**src/verilog/timer_pkg.sv**
```systemverilog
// Purpose: Shared constants for the capture/compare timer block
// Assumes: AXI4-Lite register map, 32-bit data, byte addresses
// Notes:   Mode, clock-select and sample-select codes are register values
`default_nettype none
package timer_pkg;
  // ==================================================
  // Register map (byte addresses)
  localparam int ADDR_W = 6;
  localparam logic [5:0] OFF_MODE = 6'h00;
  localparam logic [5:0] OFF_CLKSEL = 6'h04;
  localparam logic [5:0] OFF_OUTCTL = 6'h08;
  localparam logic [5:0] OFF_EDGE = 6'h0C;
  localparam logic [5:0] OFF_SAMPLE = 6'h10;
  localparam logic [5:0] OFF_CMP1 = 6'h14;
  localparam logic [5:0] OFF_CMP2 = 6'h18;
  localparam logic [5:0] OFF_COUNT = 6'h1C;
  localparam logic [5:0] OFF_FLAGS = 6'h20;
  // ==================================================
  // Field positions and reset values
  localparam int CLK_SEL_LO = 4;
  localparam int OUT_EN_BIT = 0;
  localparam int ACT_LVL_BIT = 1;
  localparam int EV_EDGE_LO = 2;
  localparam int SEC_EDGE_LO = 4;
  localparam int FLAG1_BIT = 0;
  localparam int FLAG2_BIT = 1;
  localparam logic [15:0] RESET_CMP = 16'h0000;
  localparam logic [15:0] CNT_MAX = 16'hFFFF;
  // ==================================================
  // Mode codes
  localparam logic [2:0] MODE_STOP = 3'h0;
  localparam logic [2:0] MODE_CAP1 = 3'h1;
  localparam logic [2:0] MODE_DUAL = 3'h2;
  localparam logic [2:0] MODE_CAP2REG = 3'h3;
  localparam logic [2:0] MODE_PWM = 3'h4;
  localparam logic [2:0] MODE_PULSE = 3'h5;
  // Count clock codes
  localparam logic [2:0] CSEL_EXT = 3'h0;
  localparam logic [2:0] CSEL_DIV1 = 3'h1;
  localparam logic [2:0] CSEL_DIV2 = 3'h2;
  localparam logic [2:0] CSEL_DIV4 = 3'h3;
  localparam logic [2:0] CSEL_DIV8 = 3'h4;
  // Sample clock codes: every clock, /64, /16, /32
  localparam logic [1:0] SMP_DIV1 = 2'h0;
  localparam logic [1:0] SMP_DIV64 = 2'h1;
  localparam logic [1:0] SMP_DIV16 = 2'h2;
  localparam logic [1:0] SMP_DIV32 = 2'h3;
  // Edge select codes
  localparam logic [1:0] EDGE_FALL = 2'h0;
  localparam logic [1:0] EDGE_RISE = 2'h1;
  localparam logic [1:0] EDGE_BOTH = 2'h3;
  // PWM shape
  localparam int PWM_BASIC_BITS = 8;
  localparam int PWM_SUB_BITS = 14;
  // Bus answers
  localparam logic [1:0] RESP_OKAY = 2'h0;
  localparam logic [1:0] RESP_SLVERR = 2'h2;

  // ==================================================
  // Edge decode, shared by both input pins
  function automatic logic edgeHit(input logic [1:0] sel, input logic rise, input logic fall);
    case (sel)
      EDGE_FALL: edgeHit = fall;
      EDGE_RISE: edgeHit = rise;
      EDGE_BOTH: edgeHit = rise | fall;
      default: edgeHit = 1'b0; // Prohibited code: no edge
    endcase
  endfunction
endpackage
`default_nettype wire

```
**src/verilog/edge_filter.sv**
```systemverilog
// Purpose: Two-sample noise filter and edge detector for one input pin
// Assumes: Pin is synchronous to clock; stable level resets low
// Notes:   Edge pulses come one clock after the confirming sample
`default_nettype none
module edge_filter (
  input wire logic clock,      // System clock
  input wire logic resetn,     // Async reset, active low
  input wire logic pin,        // Raw pin level
  input wire logic sampleTick, // Sample strobe
  output logic rise,           // Filtered rising edge pulse
  output logic fall            // Filtered falling edge pulse
);
  typedef struct packed {
    logic last;
    logic stable;
    logic rise;
    logic fall;
  } filt_t;
  filt_t s;
  filt_t next_s;

  // ==================================================
  // A level counts only when two successive samples agree
  always_comb begin
    next_s = s;
    next_s.rise = 1'b0;
    next_s.fall = 1'b0;
    if (sampleTick) begin
      next_s.last = pin;
      if (s.last == pin && pin != s.stable) begin
        next_s.stable = pin;
        next_s.rise = pin;
        next_s.fall = !pin;
      end
    end
  end

  always_ff @(posedge clock or negedge resetn) begin
    if (!resetn) begin
      s <= '0;
    end else begin
      s <= next_s;
    end
  end

  assign rise = s.rise;
  assign fall = s.fall;
endmodule
`default_nettype wire

```
**src/verilog/pwm_dither.sv**
```systemverilog
// Purpose: Active decision for the dithered PWM waveform
// Assumes: pos walks the sub-cycle one step per count tick
// Notes:   Purely combinational; the caller registers the pin
`default_nettype none
module pwm_dither
  import timer_pkg::*;
#(
  parameter int SUB_BITS = PWM_SUB_BITS,
  parameter int BASIC_BITS = PWM_BASIC_BITS
) (
  input wire logic [SUB_BITS-1:0] duty, // Duty in count units
  input wire logic [SUB_BITS-1:0] pos,  // Position in sub-cycle
  output logic active                   // Output active now
);
  localparam int IDX_BITS = SUB_BITS - BASIC_BITS;
  logic [IDX_BITS-1:0] revIdx;
  logic extra;
  logic [BASIC_BITS:0] thresh;

  initial begin
    if (IDX_BITS < 1) $error("SUB_BITS must exceed BASIC_BITS");
  end

  // ==================================================
  // Bit reversal spreads the extra counts evenly over the basic cycles
  for (genvar i = 0; i < IDX_BITS; i++) begin : g_rev
    assign revIdx[i] = pos[SUB_BITS-1-i];
  end

  // Each basic cycle is high for duty's upper bits, plus one in some cycles
  assign extra = revIdx < duty[IDX_BITS-1:0];
  assign thresh = {1'b0, duty[SUB_BITS-1:IDX_BITS]} + {{BASIC_BITS{1'b0}}, extra};
  assign active = {1'b0, pos[BASIC_BITS-1:0]} < thresh;
endmodule
`default_nettype wire

```
**src/verilog/timer_capture.sv**
```systemverilog
// Purpose: 16-bit timer with PWM, pulse and capture modes on AXI4-Lite
// Assumes: Pins synchronous to clock; one outstanding read and write
// Notes:   Hardware captures win over a bus write in the same cycle
//
// Local design decisions: the address map and register access over AXI4-Lite.
`default_nettype none
// How it works
// - PWM mode drives duty-set pulses on output
// - Duty comes from compare one upper 14 bits
// - Output control bit 1 picks active level
// - Basic cycle 256, sub-cycle 16384 count clocks
// - Clock select bits 6..4 pick count clock
// - Output control bit 0 enables the pin
// - Average active time equals compare upper 14 bits over 16384
// - Pulse mode: width compare two, period one
// - Event edge captures counter, sets first flag
// - Event edge rising, falling or both, bits 3..2
// - Event pin needs two agreeing samples
// - Second pin captures into compare one, flag two
// - Opposite event edge captures into compare one
// - Two-register mode uses single edge only
// - Both-edge setting blocks the opposite capture
// - Edge codes: 00 fall, 01 rise, 11 both
module timer_capture
  import timer_pkg::*;
#(
  parameter int PRE_W = 8
) (
  input wire logic clock,                 // System clock, 10 MHz
  input wire logic resetn,                // Async reset, active low
  input wire logic [ADDR_W-1:0] awaddr,   // Write address
  input wire logic awvalid,               // Write address valid
  output logic awready,                   // Write address ready
  input wire logic [31:0] wdata,          // Write data
  input wire logic [3:0] wstrb,           // Write byte strobes
  input wire logic wvalid,                // Write data valid
  output logic wready,                    // Write data ready
  output logic [1:0] bresp,               // Write response
  output logic bvalid,                    // Write response valid
  input wire logic bready,                // Write response ready
  input wire logic [ADDR_W-1:0] araddr,   // Read address
  input wire logic arvalid,               // Read address valid
  output logic arready,                   // Read address ready
  output logic [31:0] rdata,              // Read data
  output logic [1:0] rresp,               // Read response
  output logic rvalid,                    // Read data valid
  input wire logic rready,                // Read data ready
  input wire logic eventInputPin,         // Event and capture input
  input wire logic secondCapturePin,      // Second capture input
  output logic timerOutputPin,            // Timer output
  output logic firstExtIrq,               // Event capture pulse
  output logic secondExtIrq               // Second pin capture pulse
);
  typedef struct packed {
    logic [2:0] mode;
    logic [2:0] clkSel;
    logic [1:0] outCtl;
    logic [5:2] edgeMode;
    logic [1:0] sampleSel;
    logic [15:0] cmp1;
    logic [15:0] cmp2;
    logic [15:0] count;
    logic flag1;
    logic flag2;
    logic irq1;
    logic irq2;
    logic [PRE_W-1:0] pre;
    logic outPin;
    logic awRdy;
    logic wRdy;
    logic arRdy;
    logic awHave;
    logic wHave;
    logic [ADDR_W-1:0] awAddr;
    logic [31:0] wData;
    logic [3:0] wStrb;
    logic bValid;
    logic [1:0] bResp;
    logic rValid;
    logic [31:0] rData;
    logic [1:0] rResp;
  } state_t;
  state_t s;
  state_t next_s;

  logic evRise, evFall, secRise, secFall;
  logic sampleTick, countTick, evHit, secHit, invHit;
  logic capMode, doWrite, wrCmp1, pwmActive, active;
  logic [31:0] mask, wv;

  initial begin
    if (PRE_W < 6) $error("PRE_W must be at least 6");
  end

  // ==================================================
  // Address decode, used by both read and write paths
  function automatic logic addrOk(input logic [ADDR_W-1:0] a);
    case ({a[ADDR_W-1:2], 2'b00})
      OFF_MODE, OFF_CLKSEL, OFF_OUTCTL, OFF_EDGE, OFF_SAMPLE,
      OFF_CMP1, OFF_CMP2, OFF_COUNT, OFF_FLAGS: addrOk = 1'b1;
      default: addrOk = 1'b0;
    endcase
  endfunction

  // Register read view; unused bits read zero
  function automatic logic [31:0] readMux(input state_t st, input logic [ADDR_W-1:0] a);
    readMux = 32'h0000_0000;
    case ({a[ADDR_W-1:2], 2'b00})
      OFF_MODE: readMux[2:0] = st.mode;
      OFF_CLKSEL: readMux[CLK_SEL_LO+:3] = st.clkSel;
      OFF_OUTCTL: readMux[1:0] = st.outCtl;
      OFF_EDGE: readMux[5:2] = st.edgeMode;
      OFF_SAMPLE: readMux[1:0] = st.sampleSel;
      OFF_CMP1: readMux[15:0] = st.cmp1;
      OFF_CMP2: readMux[15:0] = st.cmp2;
      OFF_COUNT: readMux[15:0] = st.count;
      OFF_FLAGS: readMux[1:0] = {st.flag2, st.flag1};
      default: readMux = 32'h0000_0000;
    endcase
  endfunction

  // ==================================================
  // Input filters: event pin at sample rate, second pin every clock
  edge_filter u_event_filter (
    .clock(clock),
    .resetn(resetn),
    .pin(eventInputPin),
    .sampleTick(sampleTick),
    .rise(evRise),
    .fall(evFall)
  );

  edge_filter u_second_filter (
    .clock(clock),
    .resetn(resetn),
    .pin(secondCapturePin),
    .sampleTick(1'b1),
    .rise(secRise),
    .fall(secFall)
  );

  // Duty is the upper 14 bits; the low two bits are left to software
  pwm_dither u_pwm (
    .duty(s.cmp1[15:2]),
    .pos(s.count[PWM_SUB_BITS-1:0]),
    .active(pwmActive)
  );

  // ==================================================
  // Sample and divided count strobes from one free prescaler; the external count strobe is the event edge
  always_comb begin
    case (s.sampleSel)
      SMP_DIV64: sampleTick = &s.pre[5:0];
      SMP_DIV16: sampleTick = &s.pre[3:0];
      SMP_DIV32: sampleTick = &s.pre[4:0];
      default: sampleTick = 1'b1;
    endcase
    case (s.clkSel)
      CSEL_EXT: countTick = evHit;
      CSEL_DIV1: countTick = 1'b1;
      CSEL_DIV2: countTick = s.pre[0];
      CSEL_DIV4: countTick = &s.pre[1:0];
      CSEL_DIV8: countTick = &s.pre[2:0];
      default: countTick = 1'b0; // Prohibited selections stop the count
    endcase
  end

  // Edge decoding per pin; opposite edge only for a single-edge setting
  assign evHit = edgeHit(s.edgeMode[EV_EDGE_LO+:2], evRise, evFall);
  assign secHit = edgeHit(s.edgeMode[SEC_EDGE_LO+:2], secRise, secFall);
  assign invHit = (s.edgeMode[EV_EDGE_LO+:2] == EDGE_RISE) ? evFall :
                  (s.edgeMode[EV_EDGE_LO+:2] == EDGE_FALL) ? evRise : 1'b0;
  assign capMode = s.mode == MODE_CAP1 || s.mode == MODE_DUAL || s.mode == MODE_CAP2REG;
  assign doWrite = s.awHave && s.wHave && !s.bValid;
  assign wrCmp1 = doWrite && {s.awAddr[ADDR_W-1:2], 2'b00} == OFF_CMP1;

  // Active decision for the two waveform modes
  always_comb begin
    case (s.mode)
      MODE_PWM: active = pwmActive;
      MODE_PULSE: active = s.count <= s.cmp2;
      default: active = 1'b0;
    endcase
  end

  // ==================================================
  // Next state: bus slave first, then hardware updates override it
  always_comb begin
    next_s = s;
    next_s.pre = s.pre + 1'b1;
    next_s.irq1 = 1'b0;
    next_s.irq2 = 1'b0;
    for (int i = 0; i < 4; i++) begin
      mask[8*i+:8] = {8{s.wStrb[i]}};
    end
    wv = (s.wData & mask) | (readMux(s, s.awAddr) & ~mask);
    // Address and data may arrive in either order
    if (awvalid && s.awRdy) begin
      next_s.awHave = 1'b1;
      next_s.awAddr = awaddr;
    end
    if (wvalid && s.wRdy) begin
      next_s.wHave = 1'b1;
      next_s.wData = wdata;
      next_s.wStrb = wstrb;
    end
    if (doWrite) begin
      next_s.awHave = 1'b0;
      next_s.wHave = 1'b0;
      next_s.bValid = 1'b1;
      next_s.bResp = addrOk(s.awAddr) ? RESP_OKAY : RESP_SLVERR;
      case ({s.awAddr[ADDR_W-1:2], 2'b00})
        OFF_MODE: next_s.mode = wv[2:0];
        OFF_CLKSEL: next_s.clkSel = wv[CLK_SEL_LO+:3];
        OFF_OUTCTL: next_s.outCtl = wv[1:0];
        OFF_EDGE: next_s.edgeMode = wv[5:2];
        OFF_SAMPLE: next_s.sampleSel = wv[1:0];
        OFF_CMP1: next_s.cmp1 = wv[15:0];
        OFF_CMP2: next_s.cmp2 = wv[15:0];
        OFF_FLAGS: begin
          // Write one to clear
          if (s.wData[FLAG1_BIT] && s.wStrb[0]) next_s.flag1 = 1'b0;
          if (s.wData[FLAG2_BIT] && s.wStrb[0]) next_s.flag2 = 1'b0;
        end
        default: next_s.bResp = addrOk(s.awAddr) ? RESP_OKAY : RESP_SLVERR; // Counter is read-only, writes ignored
      endcase
    end
    if (s.bValid && bready) next_s.bValid = 1'b0;
    if (arvalid && s.arRdy) begin
      next_s.rValid = 1'b1;
      next_s.rData = readMux(s, araddr);
      next_s.rResp = addrOk(araddr) ? RESP_OKAY : RESP_SLVERR;
    end
    if (s.rValid && rready) next_s.rValid = 1'b0;
    next_s.awRdy = !next_s.awHave && !next_s.bValid;
    next_s.wRdy = !next_s.wHave && !next_s.bValid;
    next_s.arRdy = !next_s.rValid;

    // Counter: wraps at the top, cleared only by stop or pulse period
    if (s.mode == MODE_STOP) begin
      next_s.count = 16'h0000;
    end else if (countTick) begin
      if (s.mode == MODE_PULSE && s.count == s.cmp1) begin
        next_s.count = 16'h0000;
      end else begin
        next_s.count = s.count + 1'b1;
      end
    end

    // Captures take the current count; the flag set wins over a clear
    if (capMode && evHit) begin
      next_s.cmp2 = s.count;
      next_s.flag1 = 1'b1;
      next_s.irq1 = 1'b1;
    end
    if (s.mode == MODE_DUAL && secHit) begin
      next_s.cmp1 = s.count;
      next_s.flag2 = 1'b1;
      next_s.irq2 = 1'b1;
    end
    if (s.mode == MODE_CAP2REG && invHit) begin
      next_s.cmp1 = s.count;
    end

    // Registered pin: disabled output rests low
    next_s.outPin = s.outCtl[OUT_EN_BIT] && (active ^ s.outCtl[ACT_LVL_BIT]);
  end

  always_ff @(posedge clock or negedge resetn) begin
    if (!resetn) begin
      s <= '0;
    end else begin
      s <= next_s;
    end
  end

  // Outputs straight from the state flops
  assign awready = s.awRdy;
  assign wready = s.wRdy;
  assign bvalid = s.bValid;
  assign bresp = s.bResp;
  assign arready = s.arRdy;
  assign rvalid = s.rValid;
  assign rdata = s.rData;
  assign rresp = s.rResp;
  assign timerOutputPin = s.outPin;
  assign firstExtIrq = s.irq1;
  assign secondExtIrq = s.irq2;
endmodule
`default_nettype wire

```
**config.mk**
```make
export PLATFORM = sky130hd
export DESIGN_NAME = timer_capture
export DESIGN_NICKNAME = d
export VERILOG_FILES = /design/src/verilog/timer_pkg.sv /design/src/verilog/edge_filter.sv /design/src/verilog/pwm_dither.sv /design/src/verilog/timer_capture.sv
export SDC_FILE = /design/constraint.sdc
export NUM_CORES = 1
export LEC_CHECK = 0
export ABC_AREA = 0
export BUFFER_PORTS_ARGS = -buffer_cell sky130_fd_sc_hd__clkbuf_2
export CAP_MARGIN = 20
export CORE_UTILIZATION = 42
export DETAILED_ROUTE_END_ITERATION = 16
export GPL_TIMING_DRIVEN = 0
export SKIP_CTS_REPAIR_TIMING = 1
export SYNTH_ARGS = -nofsm -noshare
export SYNTH_HDL_FRONTEND = slang
export SYNTH_HIERARCHICAL = 1
export SYNTH_SLANG_ARGS = --single-unit
```
**constraint.sdc**
```tcl
create_clock -name clock -period 6.4 [get_ports clock]
set_input_delay 1.28 -clock clock [delete_from_list [all_inputs] [get_ports clock]]
set_output_delay 1.28 -clock clock [all_outputs]
set_load 0.005 [all_outputs]
```
### Word level (Yosys, flattened, before mapping)

Index checks and enable logic that the tools add are counted.
W data, S select, Z words.

* reduce and logical (&&, ||, !) cells: 61
* add/sub/neg operators: 3
* equal/unequal tests: 37
* $lt $le $gt $ge: 3
* mux-type cells: 56
* bitwise logic cells: 7

Operators with widths (count)
* $mux W16: 8
* $pmux W9 S3: 2
* $mux W35: 1
* $and A16 B16 Y16: 2
* $eq A4 B3 Y1 const B: 8
* $mux W32: 1
* $pmux W2 S7: 2
* $mux W2: 10
* $pmux W2 S5: 2
* $logic_and A1 B1 Y1: 18
* $mux W1: 18
* $reduce_and A2 Y1: 9
* $reduce_or A9 Y1: 2
* $add A16 B1 Y16 const B: 1
* $eq A16 B16 Y1: 1
* $eq A4 B2 Y1 const B: 4
* $le A16 B16 Y1: 1
* $not A16 Y16: 1
* $or A16 B16 Y16: 1
* $pmux W1 S4: 4
* $reduce_bool A2 Y1: 8
* $pmux W1 S5: 3
* $eq A3 B2 Y1 const B: 4
* $add A8 B1 Y9: 1
* other kinds (27): 55

* register bits after elaboration: 134
* input bits: 57
* logic and storage cells: 202
* output and inout port bits: 44

### Logic depth before layout (Yosys ltp)

Gate-level depths: netlist of run 1.

* word-level depth: 11
* gate-level depth with buffers: 20
* mapped depth without buffers: 20

### Cells and area by module

The synthesis of run 1 kept the hierarchy.

By module, submodules not included
* timer_capture: area each 7454.6 um^2, sequential area each 3002.9 um^2, times used 1, cells each 763
* pwm_dither: area each 419.2 um^2, sequential area each 0.0 um^2, times used 1, cells each 54
* edge_filter: area each 148.9 um^2, sequential area each 100.1 um^2, times used 2, cells each 12

### Worst setup path after synthesis of run 1

Ideal clock, no wire load.

* kind: register to register
* start point: reg s[133] in the netlist's numbering
* end point: reg s, in the netlist timerOutputPin
* stages on the path, launching flop included: 19
* setup slack: 2.984 ns
* path buffers: 0
* period minus slack after synthesis: 3.416 ns
* setup time: 0.127 ns
* data required time: 6.273 ns
* data arrival time: 3.289 ns
* path through: dfrtp_1 -> inv_1 -> ha_1 -> a211oi_1 -> nor3_1 -> a211oi_1 -> ha_1 -> nand4_1 -> nor2_1 -> xnor2_1 -> ha_1 -> a211o_1 -> a311o_2 -> nand3_1 -> nor2b_1 -> a21oi_1 -> nor3b_1 -> a31oi_1 -> mux2i_1

RTL lines
* start: declaration: line timer_capture.sv:83 `state_t s;`
* start signal: assignment: line timer_capture.sv:273 `s <= next_s;`

==> run_results.csv, run 1 <==
group,metric,value,unit
hold_path,holdCritPathClass,"reg2reg",
clocking,root_buffer,"clkbuf_16",
sta,fin_worst_skew,0.00657,ns
grt,global_route.overflow_total,0,
floorplanning,rows,50,
synth,syn_area,8170,µm²
sta,tightest_slew,0.977,ns
sta,setup-violations-final,0,
worst_setup_path,cp.buffers_inverters,1,
placement,portBuffers,56,
placement,place.gp.congestion,0.913,
sta,slew_viol_final,0,
floorplanning,dieHeight,141,µm
hold_path,hold_depth,1,
synth,async_flop_share,100,%
synth,ys_seq_area_share,39.2,%
hold_path,min-delay-start,"u_event_filter/s[2]$_DFFE_PN0P_",
floorplanning,initial_core_util,43.3,%
placement,dpl.hpwl,16600,µm
job,cap_violations,0,
sta,hold_viol_final,0,
synth,yosysWarnings,6,
finish,antenna_cells,0,
synth,ys_types,67,
clocking,ctsLongestPathBuffers,2,
worst_setup_path,worstPathCellList,"inv_1, ha_1, a211oi_1, nor3_1, a211oi_1, ha_1, ha_1, nand3_1, nor2_1, xnor2_1, ha_1, a211o_1, a311oi_1, o21ai_0, nand3_1, nor2b_1, a21oi_1, nor3b_1, a31oi_1, mux2i_1",
worst_setup_path,critPathLaunch,"s[133]$_DFFE_PN0P_",
worst_setup_path,rrSetupSlack,2.18,ns
worst_setup_path,critPathKind,"reg2reg",
worst_setup_path,cpLargestDelayFamily,"compound AO/OA/AOI/OAI gates",
clocking,cts.sinks,128,
worst_setup_path,rr_worst_depth,20,
worst_setup_path,startpoint_type,"flip-flop",
synth,syn_inst,841,
finish,syn_to_final_growth,15.6,%
sta,rsz0062_at_grt,"false",
synth,synth_area_leaders,"dfrtp_1, mux2_2, ha_1, buf_4, nand2_1",
clocking,h-tree-depth,4,
synth,avgSynthCellArea,9.72,µm²
floorplanning,die_area,20000,µm²
worst_setup_path,crit_fanout,5,
synth,yosys_most_used_dff,"dfrtp_1",
synth,synth_common_cells,"dfrtp_1, nand2_1, mux2_2",
finish,fin_nets,1028,
finish,nFillCells,1824,
worst_setup_path,arrival,4.56,ns
drt,drtIter0Drc,510,
grt,grt_pass1_wl,35100,µm
power_and_ir_drop,p_leak,4.39,nW
drt,drc,0,
worst_setup_path,cp_common_cell,"ha_1",
clocking,insertion_delay,0.43,ns
worst_setup_path,timing.rr.start,"s[133]$_DFFE_PN0P_",
floorplanning,fp.coreArea,18900,µm²
drt,via_per_inst,5.45,
sta,timing.fmax,0.237,GHz
synth,yosysTopAreaCell,"dfrtp_1",
drt,drt_wl_total,22400,µm
sta,period_needed,4.22,ns
grt,grtUsageTotal,23.3,%
synth,yosys.area.top_type_share,39.2,%
floorplanning,die_x,141,µm
grt,first_global_vias,6218,
sta,min_period_over_period,66.0,%
worst_setup_path,critPathRequiredTime,6.73,ns
finish,drive_gt1_share,27.9,%
sta,whs,0.473,ns
clocking,cts_tree,"done",
synth,ys_seq_elements,128,
synth,synth.most_common_cell,"dfrtp_1",
worst_setup_path,cp-end-kind,"flip-flop",
drt,wl_per_cell,18.5,µm
placement,placed_area,8890,µm²
sta,fin_tns_setup,0,ns
clocking,cts-buffers-inserted,17,
power_and_ir_drop,cellPowerDensity,411,nW/µm²
status,status,"complete, no violations",
drt,drtAntennaViolNets,0,
floorplanning,ios,101,
power_and_ir_drop,ir_worst_vdd,0.000231,V
grt,antenna_found_initial,0,
sta,relSlewSlack,34.3,%
clocking,path_clk_slew,0.06,ns
worst_setup_path,slowest_stage,"dfrtp_1",
worst_setup_path,crit_cells,20,
finish,fin_area,9450,µm²
worst_setup_path,max_stage_delay,0.52,ns
synth,synth_edf_count,0,
drt,drt-pass1-iter-count,5,
grt,grt_max_degree,69,
drt,vias,6592,
## sequential cells by signal, indices dropped and copies added (netlist names), 2 cells and up
name / flops
s: 92
rdata: 16
mask: 2
u_event_filter/s: 2
u_second_filter/s: 2
## path summary, 6_finish.rpt
| path | to |
|---|---|
| worst min register to register | u_event_filter/rise$_DFF_PN0_ |
| worst max register to register | timerOutputPin$_DFF_PN0_ |
| min in group asynchronous | s[112]$_DFFE_PN0P_ |
| max in group asynchronous | s[97]$_DFFE_PN0P_ |
| worst max-delay path | timerOutputPin$_DFF_PN0_ |
| worst min-delay path | u_event_filter/rise$_DFF_PN0_ |
## where the power goes
| group | total (mW) | internal, mW | switching, mW |
|---|---|---|---|
| Clock | 0.929 | 0.539 | 0.390 |
| Sequential | 1.37 | 1.05 | 0.322 |
| Combinational | 1.58 | 0.708 | 0.874 |
## kinds of logic after synthesis
| group | after synthesis | share of synthesized area [%] |
|---|---|---|
| buf+inv | 123 | 8.67 |
| simple gates | 241 | 14.8 |
| other cells | 2 | 0.0919 |
| fa+ha+maj | 34 | 5.21 |
| flops | 128 | 39.2 |
| xor+xnor | 37 | 3.97 |
| mux | 93 | 13.5 |
| compound gates | 183 | 14.6 |
## per-stage QoR
stage | power [mW] | worst slack [ns] | utilization (%) | std cells
5_1_grt | 4.10 | 1.86 | 50.0 | 1210
6_report | 3.88 | 2.18 | 50.0 | 1210
2_1_floorplan | 2.42 | 2.98 | - | 861
4_1_cts | 3.87 | 2.23 | 50.0 | 1210
3_5_place_dp | 2.93 | 2.29 | 47.0 | 1178
3_3_place_gp | 2.91 | 1.89 | 46.9 | 1177
## cell type report
| type | instances | area (µm²) | share of cell area, % |
|---|---|---|---|
| multi-input cells | 610 | 4340 | 45.9 |
| clock inverters | 10 | 77.6 | 0.821 |
| well taps | 260 | 325 | 3.44 |
| clock buffers | 22 | 484 | 5.12 |
| inverters | 35 | 131 | 1.39 |
| flip-flops and latches | 128 | 3200 | 33.9 |
| repair buffers | 57 | 317 | 3.35 |
| plain buffers | 88 | 577 | 6.10 |
## metal layers
metal / share of wire [%] / up-vias / track usage, %
met3: 5.9 / 33 / 4.83
li1: - / 3115 / -
met4: 1.9 / 0 / 7.70
met5: 0 / - / 0
met1: 45 / 3189 / 31.4
met2: 47 / 255 / 37.3
## cells in the final DEF, fill, tap and decap left out, types with 15 or more instances in the layout
| master | instances |
|---|---|
| buf_4 | 41 |
| xnor2_1 | 23 |
| o21ai_0 | 42 |
| a21oi_1 | 32 |
| clkbuf_16 | 17 |
| mux2_2 | 66 |
| inv_1 | 34 |
| buf_2 | 26 |
| nand2_1 | 82 |
| clkbuf_2 | 55 |
| ha_1 | 34 |
| mux2i_1 | 15 |
| conb_1 | 22 |
| o21ai_1 | 25 |
| nor2_1 | 52 |
| nand3_1 | 25 |
| a22oi_1 | 24 |
| dfrtp_1 | 128 |
## worst register-to-register path, delay by kind of cell (launching register included)
| kind | cells | cell delay (ns) |
|---|---|---|
| flops | 1 | 0.52 |
| buf+inv | 1 | 0.08 |
| mux | 1 | 0.26 |
| xor+xnor | 1 | 0.12 |
| compound gates | 7 | 1.30 |
| fa+ha+maj | 4 | 0.96 |
| simple gates | 6 | 0.88 |
No activity file was read; power rests on OpenSTA's default activity.
==> inputs of run 2 (changes only) <==
--- a/config.mk
+++ b/config.mk
@@ -5,7 +5,7 @@
 export SDC_FILE = /design/constraint.sdc
 export NUM_CORES = 1
 export LEC_CHECK = 0
-export ABC_AREA = 0
+export ABC_AREA = 1
 export BUFFER_PORTS_ARGS = -buffer_cell sky130_fd_sc_hd__clkbuf_2
 export CAP_MARGIN = 20
 export CORE_UTILIZATION = 42
==> constraint.sdc (replaced) <==
create_clock -name clock -period 3.4 [get_ports clock]
set_input_delay 0.68 -clock clock [delete_from_list [all_inputs] [get_ports clock]]
set_output_delay 0.68 -clock clock [all_outputs]
set_load 0.005 [all_outputs]
==> run_results.csv, run 2 <==
group,metric,value,unit
worst_setup_path,crit_fanout,3,
sta,relSlewSlack,59.4,%
clocking,path_clk_slew,0.06,ns
sta,whs,0.215,ns
finish,drive_gt1_share,17.1,%
clocking,h-tree-depth,4,
grt,grtUsageTotal,25.3,%
worst_setup_path,critPathKind,"reg2reg",
synth,synth_common_cells,"nand2_1, dfrtp_1, inv_1",
drt,drt-pass1-iter-count,5,
worst_setup_path,slowest_stage,"dfrtp_1",
synth,synth_mux_area_share,0.124,%
power_and_ir_drop,cellPowerDensity,753,nW/µm²
drt,wl_per_cell,17.0,µm
synth,synth.most_common_cell,"nand2_1",
synth,syn_area,8080,µm²
finish,fin_nets,1250,
drt,vias,7358,
finish,final_common_cell,"nand2_1",
sta,timing.fmax,0.315,GHz
sta,hold_viol_final,0,
status,status,"complete, no violations",
clocking,cts-buffers-inserted,17,
sta,setup-violations-final,0,
floorplanning,dieHeight,141,µm
finish,utilization,50.3,%
job,cap_violations,0,
grt,antenna_found_initial,0,
power_and_ir_drop,ir_worst_vdd,0.000401,V
synth,synth_xor_area_share,3.58,%
power_and_ir_drop,p_leak,4.72,nW
sta,fin_worst_skew,0.00511,ns
sta,slew_viol_final,0,
synth,ys_types,47,
floorplanning,die_area,19800,µm²
finish,syn_to_final_growth,16.8,%
clocking,ctsLongestPathBuffers,2,
synth,synth_fa_ha_area_share,5.26,%
drt,drtIter0Drc,763,
sta,setup_slack,0.228,ns
worst_setup_path,arrival,3.53,ns
synth,ys_seq_elements,128,
synth,synth_area_leaders,"dfrtp_1, nand2_1, inv_1, ha_1, nand3_1",
floorplanning,die_x,141,µm
synth,avgSynthCellArea,7.70,µm²
synth,yosys_most_used_dff,"dfrtp_1",
synth,synth_compound_area_share,13.5,%
synth,async_flop_share,100,%
clocking,root_buffer,"clkbuf_16",
sta,period_needed,3.17,ns
finish,fin_area,9440,µm²
floorplanning,fp.coreArea,18800,µm²
drt,via_per_inst,5.24,
sta,min_period_over_period,93.3,%
synth,yosysTopAreaCell,"dfrtp_1",
synth,yosys.area.top_type_share,39.6,%
drt,drc,0,
worst_setup_path,startpoint_type,"flip-flop",
finish,mostFrequentLayoutCells,"nand2_1, dfrtp_1, inv_1",
synth,syn_inst,1050,
hold_path,holdCritPathClass,"in2async",
synth,synth_top_family_by_area,"simple AND/OR/NAND/NOR gates",
placement,placed_area,8790,µm²
grt,first_global_vias,6970,
floorplanning,ios,101,
finish,top_register,"s",
placement,place.gp.congestion,0.915,
worst_setup_path,max_stage_delay,0.37,ns
worst_setup_path,critPathRequiredTime,3.76,ns
synth,yosysWarnings,6,
placement,portBuffers,60,
grt,grt_max_degree,76,
synth,ys_seq_area_share,39.6,%
clocking,cts_tree,"done",
drt,drtAntennaViolNets,0,
drt,drt_wl_total,23800,µm
grt,grt_pass1_wl,37900,µm
grt,global_route.overflow_total,0,
worst_setup_path,cp-end-kind,"flip-flop",
synth,synth_edf_count,0,
synth,synth_simple_gate_area_share,26.3,%
worst_setup_path,rrSetupSlack,0.23,ns
finish,antenna_cells,0,
worst_setup_path,worstPathCellList,"inv_1, ha_1, a21oi_1, o21ai_0, a21oi_1, ha_2, buf_4, nand3_2, nor2_1, nand3_1, xor2_1, ha_1, and3_1, nand2_1, inv_1, a21oi_4, nand3_2, nand3_1, nand2_1, nor2_1",
clocking,cts.sinks,128,
sta,tightest_slew,0.607,ns
placement,dpl.hpwl,17900,µm
finish,largest_reg_flops,92,
floorplanning,rows,50,
floorplanning,initial_core_util,43.1,%
placement,pre_cts_ws,0.0203,ns
clocking,insertion_delay,0.42,ns
## run 2: changes by cell type after synthesis, sizes merged, moves of 14 or more
cell,previous run,this run
nand2,84,289
o22ai,1,31
a22oi,24,0
mux2i,15,1
mux2,72,0
inv,35,129
nand4,6,29
buf,78,53
nand3,25,71
xnor2,23,6
## run 2: metal layers
layer  up-vias  track usage [%]  wire length [µm]
met2       270             37.5             10000
met1      3423             36.3             11600
met5         -                0                 0
li1       3620                -                 -
met3        45             5.23              1570
met4         0             8.75               650
## run 2: path summary, 6_finish.rpt
| path | start | endpoint | cells after the start |
|---|---|---|---|
| max | s[135]$_DFFE_PN0P_ | timerOutputPin$_DFF_PN0_ | 20 |
| min | resetn | u_second_filter/s[2]$_DFFE_PN0P_ | 1 |
| max reg2reg | s[135]$_DFFE_PN0P_ | timerOutputPin$_DFF_PN0_ | 20 |
| min reg2reg | s[91]$_DFF_PN0_ | s[91]$_DFF_PN0_ | 1 |
| max in group asynchronous | resetn | s[106]$_DFFE_PN0P_ | 2 |
| min in group clock | wdata[3] | s[45]$_DFFE_PN0P_ | 3 |
## run 2: power breakdown
group          leakage [nW]  switching [mW]  internal (mW)  total, mW
Sequential             1.69           0.462           1.97       2.44
Clock                 0.249           0.694           1.01       1.70
Combinational          2.78            1.92           1.05       2.97
## run 2: worst max-delay path: cells and delay by family, from the launching register on
kind,cells,cell delay [ns]
simple gates,9,0.92
fa+ha+maj,3,0.83
xor+xnor,1,0.17
compound gates,4,0.57
flops,1,0.37
buf+inv,3,0.24
## run 2: cells by family (layout without fill, tap and decap cells)
family | count (synthesis) | after routing
and+or+nand+nor | 480 | 480
buffers and inverters | 200 | 299
AOI/OAI and AO/OA | 172 | 172
DFF | 128 | 128
adders and majority gates | 34 | 34
xor gates and xnor gates | 33 | 33
other | 2 | 22
muxes | 1 | 1
## run 2: cell type report
cell class                 instances  area [µm²]
fill                            1903        9330
multi-input combinational        742        4080
sequential                       128        3210
inverter                         131         492
clock buffer                      19         443
buffer                            69         433
timing repair buffer              70         404
tap                              234         293
clock inverter                    10        91.3
## run 2: through the flow
stage	setup TNS (ns)	std cells	power [mW]
floorplan	0	1070	4.28
global placement	-64.09	1364	5.19
detailed placement	0	1365	5.24
CTS	-0.00324	1394	6.95
global route	-0.0313	1403	7.61
finish	0	1403	7.11
